`src/rtl/mtpsp_pkg.sv`:
```
package mtpsp_pkg;

  // ==========================================================================
  // bus widths
  localparam int unsigned ADDR_W = 20;
  localparam int unsigned DATA_W = 16;

  // ==========================================================================
  // status bit positions
  localparam int unsigned POLL_BIT_POS    = 7;
  localparam int unsigned TOGGLE_BIT_POS  = 6;
  localparam int unsigned TIMEOUT_BIT_POS = 5;

  // ==========================================================================
  // timing
  localparam int unsigned MCLK_NS                    = 50;
  localparam int unsigned ABORT_RESET_PULSE_MIN_US   = 10;
  localparam int unsigned IDLE_RESET_PULSE_MIN_NS    = 500;
  localparam int unsigned RESET_READY_MAX_NS         = 500;
  localparam int unsigned RESET_HIGH_BEFORE_READ_NS  = 50;
  localparam int unsigned READ_STROBE_NS             = 150;
  localparam int unsigned ABORT_RESET_CYC =
    (ABORT_RESET_PULSE_MIN_US * 1000 + MCLK_NS - 1) / MCLK_NS;
  localparam int unsigned IDLE_RESET_CYC =
    (IDLE_RESET_PULSE_MIN_NS + MCLK_NS - 1) / MCLK_NS;
  localparam int unsigned READY_WAIT_CYC =
    (RESET_READY_MAX_NS + MCLK_NS - 1) / MCLK_NS;
  localparam int unsigned RESET_HIGH_CYC =
    (RESET_HIGH_BEFORE_READ_NS + MCLK_NS - 1) / MCLK_NS;
  localparam int unsigned READ_CYC =
    (READ_STROBE_NS + MCLK_NS - 1) / MCLK_NS;
  localparam int unsigned CNT_W = 9;
  localparam logic [CNT_W-1:0] CNT_ZERO = 9'h000;

  // ==========================================================================
  // types
  typedef enum logic [1:0] {
    MTPSP_OP_PROGRAM = 2'b00,
    MTPSP_OP_ERASE   = 2'b01
  } mtpsp_op_type;

  typedef enum logic [1:0] {
    MTPSP_RES_NONE      = 2'b00,
    MTPSP_RES_DONE      = 2'b01,
    MTPSP_RES_WORD_BAD  = 2'b10,
    MTPSP_RES_CHIP_BAD  = 2'b11
  } mtpsp_res_type;

  typedef struct packed {
    logic              ce_n;
    logic              oe_n;
    logic [ADDR_W-1:0] addr;
    logic              reset_n;
  } mtpsp_pins_type;

endpackage : mtpsp_pkg

```
`src/rtl/mtpsp_host.sv`:
```
module mtpsp_host (
  input  wire logic                          mclk,          // 20 MHz clock
  input  wire logic                          rst,           // sync reset, high
  input  wire logic                          poll_start,    // start status poll
  input  wire mtpsp_pkg::mtpsp_op_type       poll_op,       // program or erase
  input  wire logic [mtpsp_pkg::ADDR_W-1:0]  program_target_address, // polled addr
  input  wire logic [mtpsp_pkg::DATA_W-1:0]  expect_data,   // word being written
  input  wire logic                          use_toggle,    // toggle method
  input  wire logic                          reset_req,     // reset the device
  input  wire logic [mtpsp_pkg::DATA_W-1:0]  dq_in,         // device data bus
  output mtpsp_pkg::mtpsp_pins_type          pins,          // device controls
  output logic                               busy,          // host sequence running
  output logic                               result_valid,  // result pulse
  output mtpsp_pkg::mtpsp_res_type           result_q,      // outcome
  output logic [mtpsp_pkg::ADDR_W-1:0]       bad_addr_q     // failed word address
);

  // ==========================================================================
  // state machine
  typedef enum logic [2:0] {
    ST_IDLE   = 3'b000,
    ST_READ   = 3'b001,
    ST_EVAL   = 3'b010,
    ST_RECHK  = 3'b011,
    ST_RST_LO = 3'b100,
    ST_RST_HI = 3'b101
  } mtpsp_state_type;

  mtpsp_state_type                     state_q, state_d;
  logic [mtpsp_pkg::CNT_W-1:0]         cnt_q;
  logic [mtpsp_pkg::CNT_W-1:0]         rst_len_q;
  logic [mtpsp_pkg::ADDR_W-1:0]        addr_q;
  logic [mtpsp_pkg::DATA_W-1:0]        exp_q;
  logic [mtpsp_pkg::DATA_W-1:0]        prev_q;
  mtpsp_pkg::mtpsp_op_type             op_q;
  logic                                tog_q;
  logic                                have_prev_q;
  logic                                recheck_q;
  logic                                rd_start;
  logic                                rd_strobe;
  logic                                rd_done;
  logic [mtpsp_pkg::DATA_W-1:0]        rd_data;
  logic                                reset_n_q;
  logic                                cnt_zero;

  mtpsp_read u_read (
    .mclk   (mclk),
    .rst    (rst),
    .start  (rd_start),
    .dq_in  (dq_in),
    .strobe (rd_strobe),
    .done   (rd_done),
    .data_q (rd_data)
  );

  // ==========================================================================
  // status decode
  wire poll_ok  = rd_data[mtpsp_pkg::POLL_BIT_POS] == exp_q[mtpsp_pkg::POLL_BIT_POS];
  wire tog_diff = rd_data[mtpsp_pkg::TOGGLE_BIT_POS] != prev_q[mtpsp_pkg::TOGGLE_BIT_POS];
  wire tmo      = rd_data[mtpsp_pkg::TIMEOUT_BIT_POS];
  wire still    = tog_q ? tog_diff : !poll_ok;
  wire need_cmp = tog_q && !have_prev_q;
  wire fail_res = (op_q == mtpsp_pkg::MTPSP_OP_ERASE);
  wire [1:0] fail_code = fail_res ? 2'b11 : 2'b10;

  assign cnt_zero = (cnt_q == mtpsp_pkg::CNT_ZERO);
  assign rd_start = (state_q == ST_READ) && !rd_strobe && !rd_done;
  assign busy     = (state_q != ST_IDLE);

  assign pins.ce_n    = !rd_strobe;
  assign pins.oe_n    = !rd_strobe;
  assign pins.addr    = addr_q;
  assign pins.reset_n = reset_n_q;

  // ==========================================================================
  // next state
  always_comb begin
    state_d = state_q;
    unique case (state_q)
      ST_IDLE: begin
        if (reset_req) begin
          state_d = ST_RST_LO;
        end else if (poll_start) begin
          state_d = ST_READ;
        end
      end
      ST_READ: begin
        if (rd_done) begin
          state_d = ST_EVAL;
        end
      end
      ST_EVAL: begin
        if (reset_req) begin
          state_d = ST_RST_LO;
        end else if (need_cmp || still && !tmo) begin
          state_d = ST_READ;
        end else if (still && tmo && !recheck_q) begin
          state_d = ST_READ;
        end else begin
          state_d = ST_IDLE;
        end
      end
      ST_RECHK: state_d = ST_IDLE;
      ST_RST_LO: begin
        if (cnt_zero) begin
          state_d = ST_RST_HI;
        end
      end
      ST_RST_HI: begin
        if (cnt_zero) begin
          state_d = ST_IDLE;
        end
      end
    endcase
  end

  // ==========================================================================
  // registers
  always_ff @(posedge mclk) begin
    if (rst) begin
      state_q      <= ST_IDLE;
      cnt_q        <= mtpsp_pkg::CNT_ZERO;
      rst_len_q    <= mtpsp_pkg::CNT_ZERO;
      addr_q       <= 20'h0_0000;
      exp_q        <= 16'h0000;
      prev_q       <= 16'h0000;
      op_q         <= mtpsp_pkg::MTPSP_OP_PROGRAM;
      tog_q        <= 1'b0;
      have_prev_q  <= 1'b0;
      recheck_q    <= 1'b0;
      reset_n_q    <= 1'b1;
      result_valid <= 1'b0;
      result_q     <= mtpsp_pkg::MTPSP_RES_NONE;
      bad_addr_q   <= 20'h0_0000;
    end else begin
      state_q      <= state_d;
      result_valid <= 1'b0;
      if (state_q == ST_IDLE && state_d == ST_READ) begin
        addr_q      <= program_target_address;
        exp_q       <= expect_data;
        op_q        <= poll_op;
        tog_q       <= use_toggle;
        have_prev_q <= 1'b0;
        recheck_q   <= 1'b0;
      end
      if (state_q == ST_EVAL) begin
        prev_q      <= rd_data;
        have_prev_q <= 1'b1;
        if (still && tmo && !need_cmp) begin
          recheck_q <= 1'b1;
        end
        if (state_d == ST_IDLE) begin
          result_valid <= 1'b1;
          if (still) begin
            result_q <= mtpsp_pkg::mtpsp_res_type'(fail_code);
            if (!fail_res) begin
              bad_addr_q <= addr_q;
            end
          end else begin
            result_q <= mtpsp_pkg::MTPSP_RES_DONE;
          end
        end
      end
      if (state_d == ST_RST_LO && state_q != ST_RST_LO) begin
        reset_n_q <= 1'b0;
        // a poll in progress means an embedded algorithm may be running
        cnt_q <= (state_q == ST_EVAL)
               ? 9'(mtpsp_pkg::ABORT_RESET_CYC - 1)
               : 9'(mtpsp_pkg::IDLE_RESET_CYC - 1);
      end else if (state_q == ST_RST_LO && cnt_zero) begin
        reset_n_q <= 1'b1;
        cnt_q     <= 9'(mtpsp_pkg::RESET_HIGH_CYC - 1);
      end else if (!cnt_zero) begin
        cnt_q <= cnt_q - 9'h001;
      end
      if (state_q == ST_RST_LO) begin
        rst_len_q <= rst_len_q + 9'h001;
      end else begin
        rst_len_q <= mtpsp_pkg::CNT_ZERO;
      end
    end
  end
endmodule : mtpsp_host

```
`src/rtl/mtpsp_read.sv`:
```
module mtpsp_read (
  input  wire logic                          mclk,      // system clock
  input  wire logic                          rst,       // sync reset
  input  wire logic                          start,     // begin one read
  input  wire logic [mtpsp_pkg::DATA_W-1:0]  dq_in,     // device data
  output logic                               strobe,    // ce/oe low
  output logic                               done,      // data captured pulse
  output logic [mtpsp_pkg::DATA_W-1:0]       data_q     // captured word
);

  // ==========================================================================
  // fixed-length read strobe, data sampled on the last cycle
  logic [3:0] cnt_q;
  logic       busy_q;
  logic       last;

  assign last   = busy_q && (cnt_q == 4'(mtpsp_pkg::READ_CYC - 1));
  assign strobe = busy_q;

  always_ff @(posedge mclk) begin
    if (rst) begin
      busy_q <= 1'b0;
      cnt_q  <= 4'h0;
      done   <= 1'b0;
      data_q <= 16'h0000;
    end else begin
      done <= last;
      if (last) begin
        busy_q <= 1'b0;
        data_q <= dq_in;
      end else if (start && !busy_q) begin
        busy_q <= 1'b1;
      end
      cnt_q <= busy_q ? cnt_q + 4'h1 : 4'h0;
    end
  end

endmodule : mtpsp_read

```
`config.mk`:
```
export PLATFORM = sky130hd
export DESIGN_NAME = mtpsp_host
export DESIGN_NICKNAME = d
export VERILOG_FILES = /design/src/rtl/mtpsp_pkg.sv /design/src/rtl/mtpsp_host.sv /design/src/rtl/mtpsp_read.sv
export SDC_FILE = /design/constraint.sdc
export NUM_CORES = 1
export LEC_CHECK = 0
export BUFFER_PORTS_ARGS = -buffer_cell sky130_fd_sc_hd__buf_4
export CAP_MARGIN = 20
export CORE_ASPECT_RATIO = 0.8
export CORE_UTILIZATION = 55
export DETAILED_ROUTE_END_ITERATION = 10
export HOLD_SLACK_MARGIN = 0.06
export PLACE_DENSITY_LB_ADDON = 0.05
export REMOVE_ABC_BUFFERS = 1
export SLEW_MARGIN = 20
export SYNTH_ARGS = -nofsm -noshare
export SYNTH_HDL_FRONTEND = slang
export SYNTH_HIERARCHICAL = 1
export SYNTH_SLANG_ARGS = --single-unit
export TNS_END_PERCENT = 50
```
`constraint.sdc`:
```
create_clock -name mclk -period 6.5 [get_ports mclk]
set_clock_uncertainty 0.1 [all_clocks]
set_input_delay 1.3 -clock mclk [delete_from_list [all_inputs] [get_ports mclk]]
set_output_delay 1.3 -clock mclk [all_outputs]
set_load 0.02 [all_outputs]
```
==> flow_summary.yaml, run 1 <==
final_layout:
  layout.nets: 482
  areaGrowthSynthToFinish_pct: 21.4
  n_antenna_cell: 0
  fillers: 475
  layout-drive-gt1-share_pct: 25.0
  multi_input_area_sq_mm: 0.00147
  seq_area_sq_mm: 0.00144
cts:
  clk_pin_slew_ns: 0.08
  clock_latency_ns: 0.35
  clock-sinks: 72
  cts.path.max_buffers: 2
  cts-resized-gates: 0
  cts_root_buf: "clkbuf_8"
  htreeDepth: 3
  numCtsBuffers: 9
  cts_setup_buffers: 0
  cts_tree: "done"
  ctsHoldBuffers: 0
setup_path:
  worstPathMaxFanout: 24
  reg2regPathDepth: 5
  r2r_start: "state_q[2]"
  cpPeakStageDelay_ns: 0.88
  r2r_slack_ns: 3.99
  crit_chain: "buf_4 -> or4b_1 -> a21o_1 -> a211oi_4 -> nand2_1 -> a21oi_1"
  critPathTopFamily: "compound AO/OA/AOI/OAI gates"
  critical-path-slowest-cell: "a211oi_4"
  path_buf_inv: 1
  path_class: "in -> reg"
  timing.rr.end: "addr_q[4]"
  worst_setup_path_end_kind: "flip-flop"
  crit_required_ns: 6.68
  start_kind: "primary input"
  arrival_ns: 3.22
place:
  hpwl_mm: 4.46
  port_buffers: 77
  gp_congestion: 0.762
timing:
  tns_ns: 0
  worstMarginPinSlew_ns: 1.02
  min_period_ns: 3.04
  relSlewSlack_pct: 31.5
  hold_viol_final: 0
  period_share_pct: 46.7
  timing.fmax_mhz: 329
  whs_ns: 0.357
  rsz0062_at_grt: "no"
  setup_violations: 0
  slew_viol_final: 0
floorplanning:
  fp-row-count: 24
  dieArea_sq_mm: 0.00605
  die_height_um: 69.8
  die_x_um: 86.7
  ioPinCount: 106
  start_util_pct: 57.5
  core_sq_mm: 0.00550
logic_synthesis:
  syn_area_sq_mm: 0.00316
  yosysWarnings: 6
  syn_area_per_cell_sq_um: 8.59
  syn_inst: 368
run:
  drv_cap: 0
detailed_routing:
  num_vias: 2701
  drc: 0
  wire_per_inst_um: 13.4
  drt_iter0_drc: 97
  via_per_inst: 5.38
  antenna_left: 0
  firstDrtPassIters: 4
  totalWireLength_mm: 6.73
global_route:
  grtUsageTotal_pct: 24.3
  grt_remaining_overflow: 0
  grt_max_degree: 76
  grt_pass1_vias: 2457
  grt_pass1_wl_mm: 11.5
  antenna_found_initial: 0
status:
  status: "complete, no violations"
min_path:
  hold_depth: 2
  min_to: "recheck_q"
  min_from: "recheck_q"
  hp-class: "reg -> reg"
power_and_ir_drop:
  leakagePower_nw: 1.48
  ir_drop_mv: 0.172
  power_density_mw_per_mm2: 325
==> registers in the layout, indices dropped and copies added (netlist names) <==
name           count
u_read/data_q      3
tog_q              1
result_q           2
prev_q             1
cnt_q              9
addr_q            20
exp_q              1
u_read/cnt_q       4
bad_addr_q        20
u_read/strobe      1
state_q            3
have_prev_q        1
recheck_q          1
result_valid       1
op_q               2
u_read/done        1
reset_n_q          1
==> stage by stage <==
stage / cell area, sq um / cells / power (W) / setup WS [ns] / util [%]
2_1_floorplan: 2940 / 330 / 0.000775 / 3.57 / -
3_3_place_gp: 3620 / 486 / 0.000872 / 3.10 / 65.9
3_5_place_dp: 3620 / 486 / 0.000884 / 3.04 / 66.0
4_1_cts: 3840 / 502 / 0.00126 / 3.41 / 69.8
5_1_grt: 3840 / 502 / 0.00132 / 3.26 / 69.8
6_report: 3840 / 502 / 0.00125 / 3.46 / 69.8
==> report_power, final <==
| group | total [W] | internal [W] | leakage (nW) | switching (W) |
|---|---|---|---|---|
| sequential | 0.000530 | 0.000483 | 0.583 | 0.0000477 |
| clock | 0.000376 | 0.000215 | 0.110 | 0.000161 |
| combinational | 0.000342 | 0.000147 | 0.785 | 0.000195 |
| total | 0.00125 | 0.000844 | 1.48 | 0.000404 |
==> tightest hold or removal path, cell delays in order, from the launching register on <==
cell and delay, ns:
dfxtp_1 0.31, nand2_1 0.05, a21oi_1 0.05
==> layout make-up <==
type / instances / area share (%)
clock buffers: 10 / 3.33
clock inverters: 6 / 2.19
well taps: 78 / 2.54
inverters: 9 / 0.881
flip-flops and latches: 72 / 37.6
multi-input cells: 249 / 38.2
repair buffers: 78 / 15.3
==> metal layers <==
| layer | wire [um] | up-vias | part of all wire, % | GRT usage [%] |
|---|---|---|---|---|
| met3 | 437 | 12 | 6.5 | 7.98 |
| li1 | - | 1366 | - | - |
| met4 | 98 | 0 | 1.5 | 8.15 |
| met5 | 0 | - | 0 | 0 |
| met1 | 3080 | 1245 | 46 | 32.2 |
| met2 | 3110 | 78 | 46 | 37.2 |
==> cell usage in the layout (no fill, tap or decap), types with 9 or more instances in the layout <==
| master | instances |
|---|---|
| nand3_1 | 25 |
| a21oi_1 | 52 |
| inv_1 | 9 |
| buf_4 | 78 |
| o21ai_0 | 22 |
| nor2_1 | 16 |
| nand2_1 | 59 |
| clkbuf_8 | 9 |
| dfxtp_1 | 72 |
==> worst max path at each step <==
| stage | from | to | slack, ns | depth (start not counted) |
|---|---|---|---|---|
| 3_3_place_gp | poll_start | op_q[1] | 3.10 | 6 |
| 4_1_cts | poll_start | addr_q[4] | 3.41 | 6 |
| 2_1_floorplan | poll_start | addr_q[0] | 3.57 | 5 |
| 3_5_place_dp | poll_start | addr_q[4] | 3.04 | 6 |
| 5_1_grt | poll_start | addr_q[5] | 3.26 | 6 |
| 6_report | poll_start | addr_q[4] | 3.46 | 6 |
Power figures use the tool's default switching activity.
==> run 2: changes to the inputs <==
- ABC_AREA: unset -> 1
- CORE_UTILIZATION: 55 -> 47
- clock period: 6.5 -> 2.4 ns (I/O delays scaled with it)
==> run 2 against run 1 <==
Effect of this change:
- sequential share of layout area down 1.4 points
- synthesized cell count rose by 14%
- global-route usage down 2.6 points
- die area increased by 16%
- sequential cell count unchanged
- total power rose to 3.9 times the previous value
- clock power rose to 3.2 times the previous value
- sequential power rose to 3.1 times the previous value
- highest routed layer unchanged
==> flow_summary.yaml, run 2 <==
status:
  status: "complete, no violations"
place:
  port_buffers: 77
  gp_congestion: 0.787
  hpwl_mm: 5.04
  post_dp_cell_area_sq_mm: 0.00373
setup_path:
  timing.rr.end: "bad_addr_q[1]"
  crit_required_ns: 2.57
  r2r_slack_ns: 0.24
  path_common_cell: "nor2_4"
  path_class: "reg -> reg"
  worst_setup_path_end_kind: "flip-flop"
  cpPeakStageDelay_ns: 0.32
  critical-path-slowest-cell: "dfxtp_1"
  arrival_ns: 2.33
  r2r_start: "cnt_q[0]"
  start_kind: "flip-flop"
  worstPathMaxFanout: 16
  crit_chain: "inv_1 -> ha_1 -> nand3_2 -> nor2_4 -> nor2_1 -> nor2_2 -> nand4_4 -> nor2_4 -> buf_4 -> nand3_1 -> a21oi_1"
  reg2regPathDepth: 11
final_layout:
  n_antenna_cell: 0
  layout-drive-gt1-share_pct: 24.6
  areaGrowthSynthToFinish_pct: 26.5
  top_regs: "addr_q x20, bad_addr_q x20, cnt_q x9"
  layout.nets: 553
  final_common_cell: "buf_4"
  final_area_sq_mm: 0.00399
  final_cell_mix: "84 x buf_4, 72 x dfxtp_1, 71 x nor2_1"
detailed_routing:
  wl_met3_um: 466
  wire_per_inst_um: 12.7
  totalWireLength_mm: 7.37
  via_per_inst: 4.98
  antenna_left: 0
  highest-signal-layer: "met4"
  num_vias: 2886
  drc: 0
  drt_iter0_drc: 109
  drt-met1-wl_mm: 3.44
  wl_met2_mm: 3.37
  firstDrtPassIters: 4
timing:
  relSlewSlack_pct: 63.1
  tns_ns: 0
  period_share_pct: 90.0
  hold_viol_final: 0
  rsz0062_at_grt: "no"
  timing.fmax_mhz: 463
  slew_viol_final: 0
  setup_violations: 0
  min_period_ns: 2.16
  worstMarginPinSlew_ns: 0.553
power_and_ir_drop:
  leakagePower_nw: 1.76
  ir_drop_mv: 0.663
  power_density_mw_per_mm2: 1210
global_route:
  grtUsageTotal_pct: 21.7
  antenna_found_initial: 0
  grt_pass1_wl_mm: 11.7
  grt_pass1_vias: 2504
  grt_max_degree: 35
  grt_remaining_overflow: 0
min_path:
  min_to: "addr_q[16]"
  hp-class: "in -> reg"
  hold_depth: 3
  min_from: "program_target_address[16]"
logic_synthesis:
  syn_area_sq_mm: 0.00315
  syn_inst: 420
  yosysWarnings: 6
  syn_area_per_cell_sq_um: 7.51
cts:
  ctsHoldBuffers: 0
  clock-sinks: 72
  cts-resized-gates: 0
  numCtsBuffers: 9
  clock_latency_ns: 0.35
  clk_pin_slew_ns: 0.07
  cts_tree: "done"
  cts_root_buf: "clkbuf_8"
  htreeDepth: 3
  cts.path.max_buffers: 2
  cts_setup_buffers: 0
floorplanning:
  dieArea_sq_mm: 0.00704
  ioPinCount: 106
  fp-row-count: 26
  die_x_um: 93.6
  start_util_pct: 49.0
  die_height_um: 75.3
  core_sq_mm: 0.00644
run:
  drv_cap: 0
==> run 2: cell types whose count changed in the layout (fill, tap and decap cells not counted), sizes merged, moves of 4 or more <==
cell	previous run	this run
nand3b	6	0
a21oi	53	32
nor2	17	78
nand3	25	36
nand2	59	73
buf	78	84
xnor2	5	1
o21ai	23	33
inv	9	36
nand4	0	11
==> run 2: how the worst max path moves through the flow <==
stage	slack, ns	cells after the start	from	end
after CTS	0.25	11	cnt_q[0]	bad_addr_q[1]
after floorplan	0.07	7	u_read/data_q[6]	bad_addr_q[0]
after global placement	0.31	12	cnt_q[0]	bad_addr_q[3]
final	0.24	11	cnt_q[0]	bad_addr_q[1]
after detailed placement	0.27	12	cnt_q[0]	bad_addr_q[1]
after global routing	0.009	11	cnt_q[0]	bad_addr_q[14]
==> run 2: layout make-up <==
type | instances | area [sq um]
clock buffers | 11 | 151
fillers | 582 | 2450
repair buffers | 84 | 631
clock inverters | 5 | 103
well taps | 84 | 105
multi-input cells | 286 | 1420
flip-flops and latches | 72 | 1440
inverters | 37 | 139
==> run 2: per-stage QoR <==
stage	worst slack, ns	hold slack, ns	cells	util [%]	total power [W]
after floorplan	0.0657	0.335	395	-	0.00302
after global placement	0.309	0.349	563	58.0	0.00362
after detailed placement	0.270	0.355	563	58.0	0.00367
after CTS	0.251	0.246	579	61.9	0.00487
after global routing	0.00945	0.274	579	61.9	0.00522
final	0.240	0.262	579	61.9	0.00484
==> run 2: report_power, final <==
group / internal, W / leakage, nW / switching [W]
Clock: 0.000745 / 0.126 / 0.000450
Combinational: 0.000742 / 1.05 / 0.00125
Sequential: 0.00146 / 0.585 / 0.000201
==> run 2: worst max-delay path, delay by kind of cell, from the launching register on <==
family / cells / cell delay, ns
AO/OA/AOI/OAI: 1 / 0.16
flip-flops: 1 / 0.32
buffers and inverters: 2 / 0.37
AND/OR/NAND/NOR: 7 / 0.92
adder cells (fa/ha/maj): 1 / 0.20
==> run 2: layer usage <==
layer / GRT usage [%] / vias to the layer above
li1: - / 1503
met1: 27.4 / 1296
met2: 34.8 / 76
met3: 6.87 / 11
met4: 9.06 / 0
met5: 0 / -
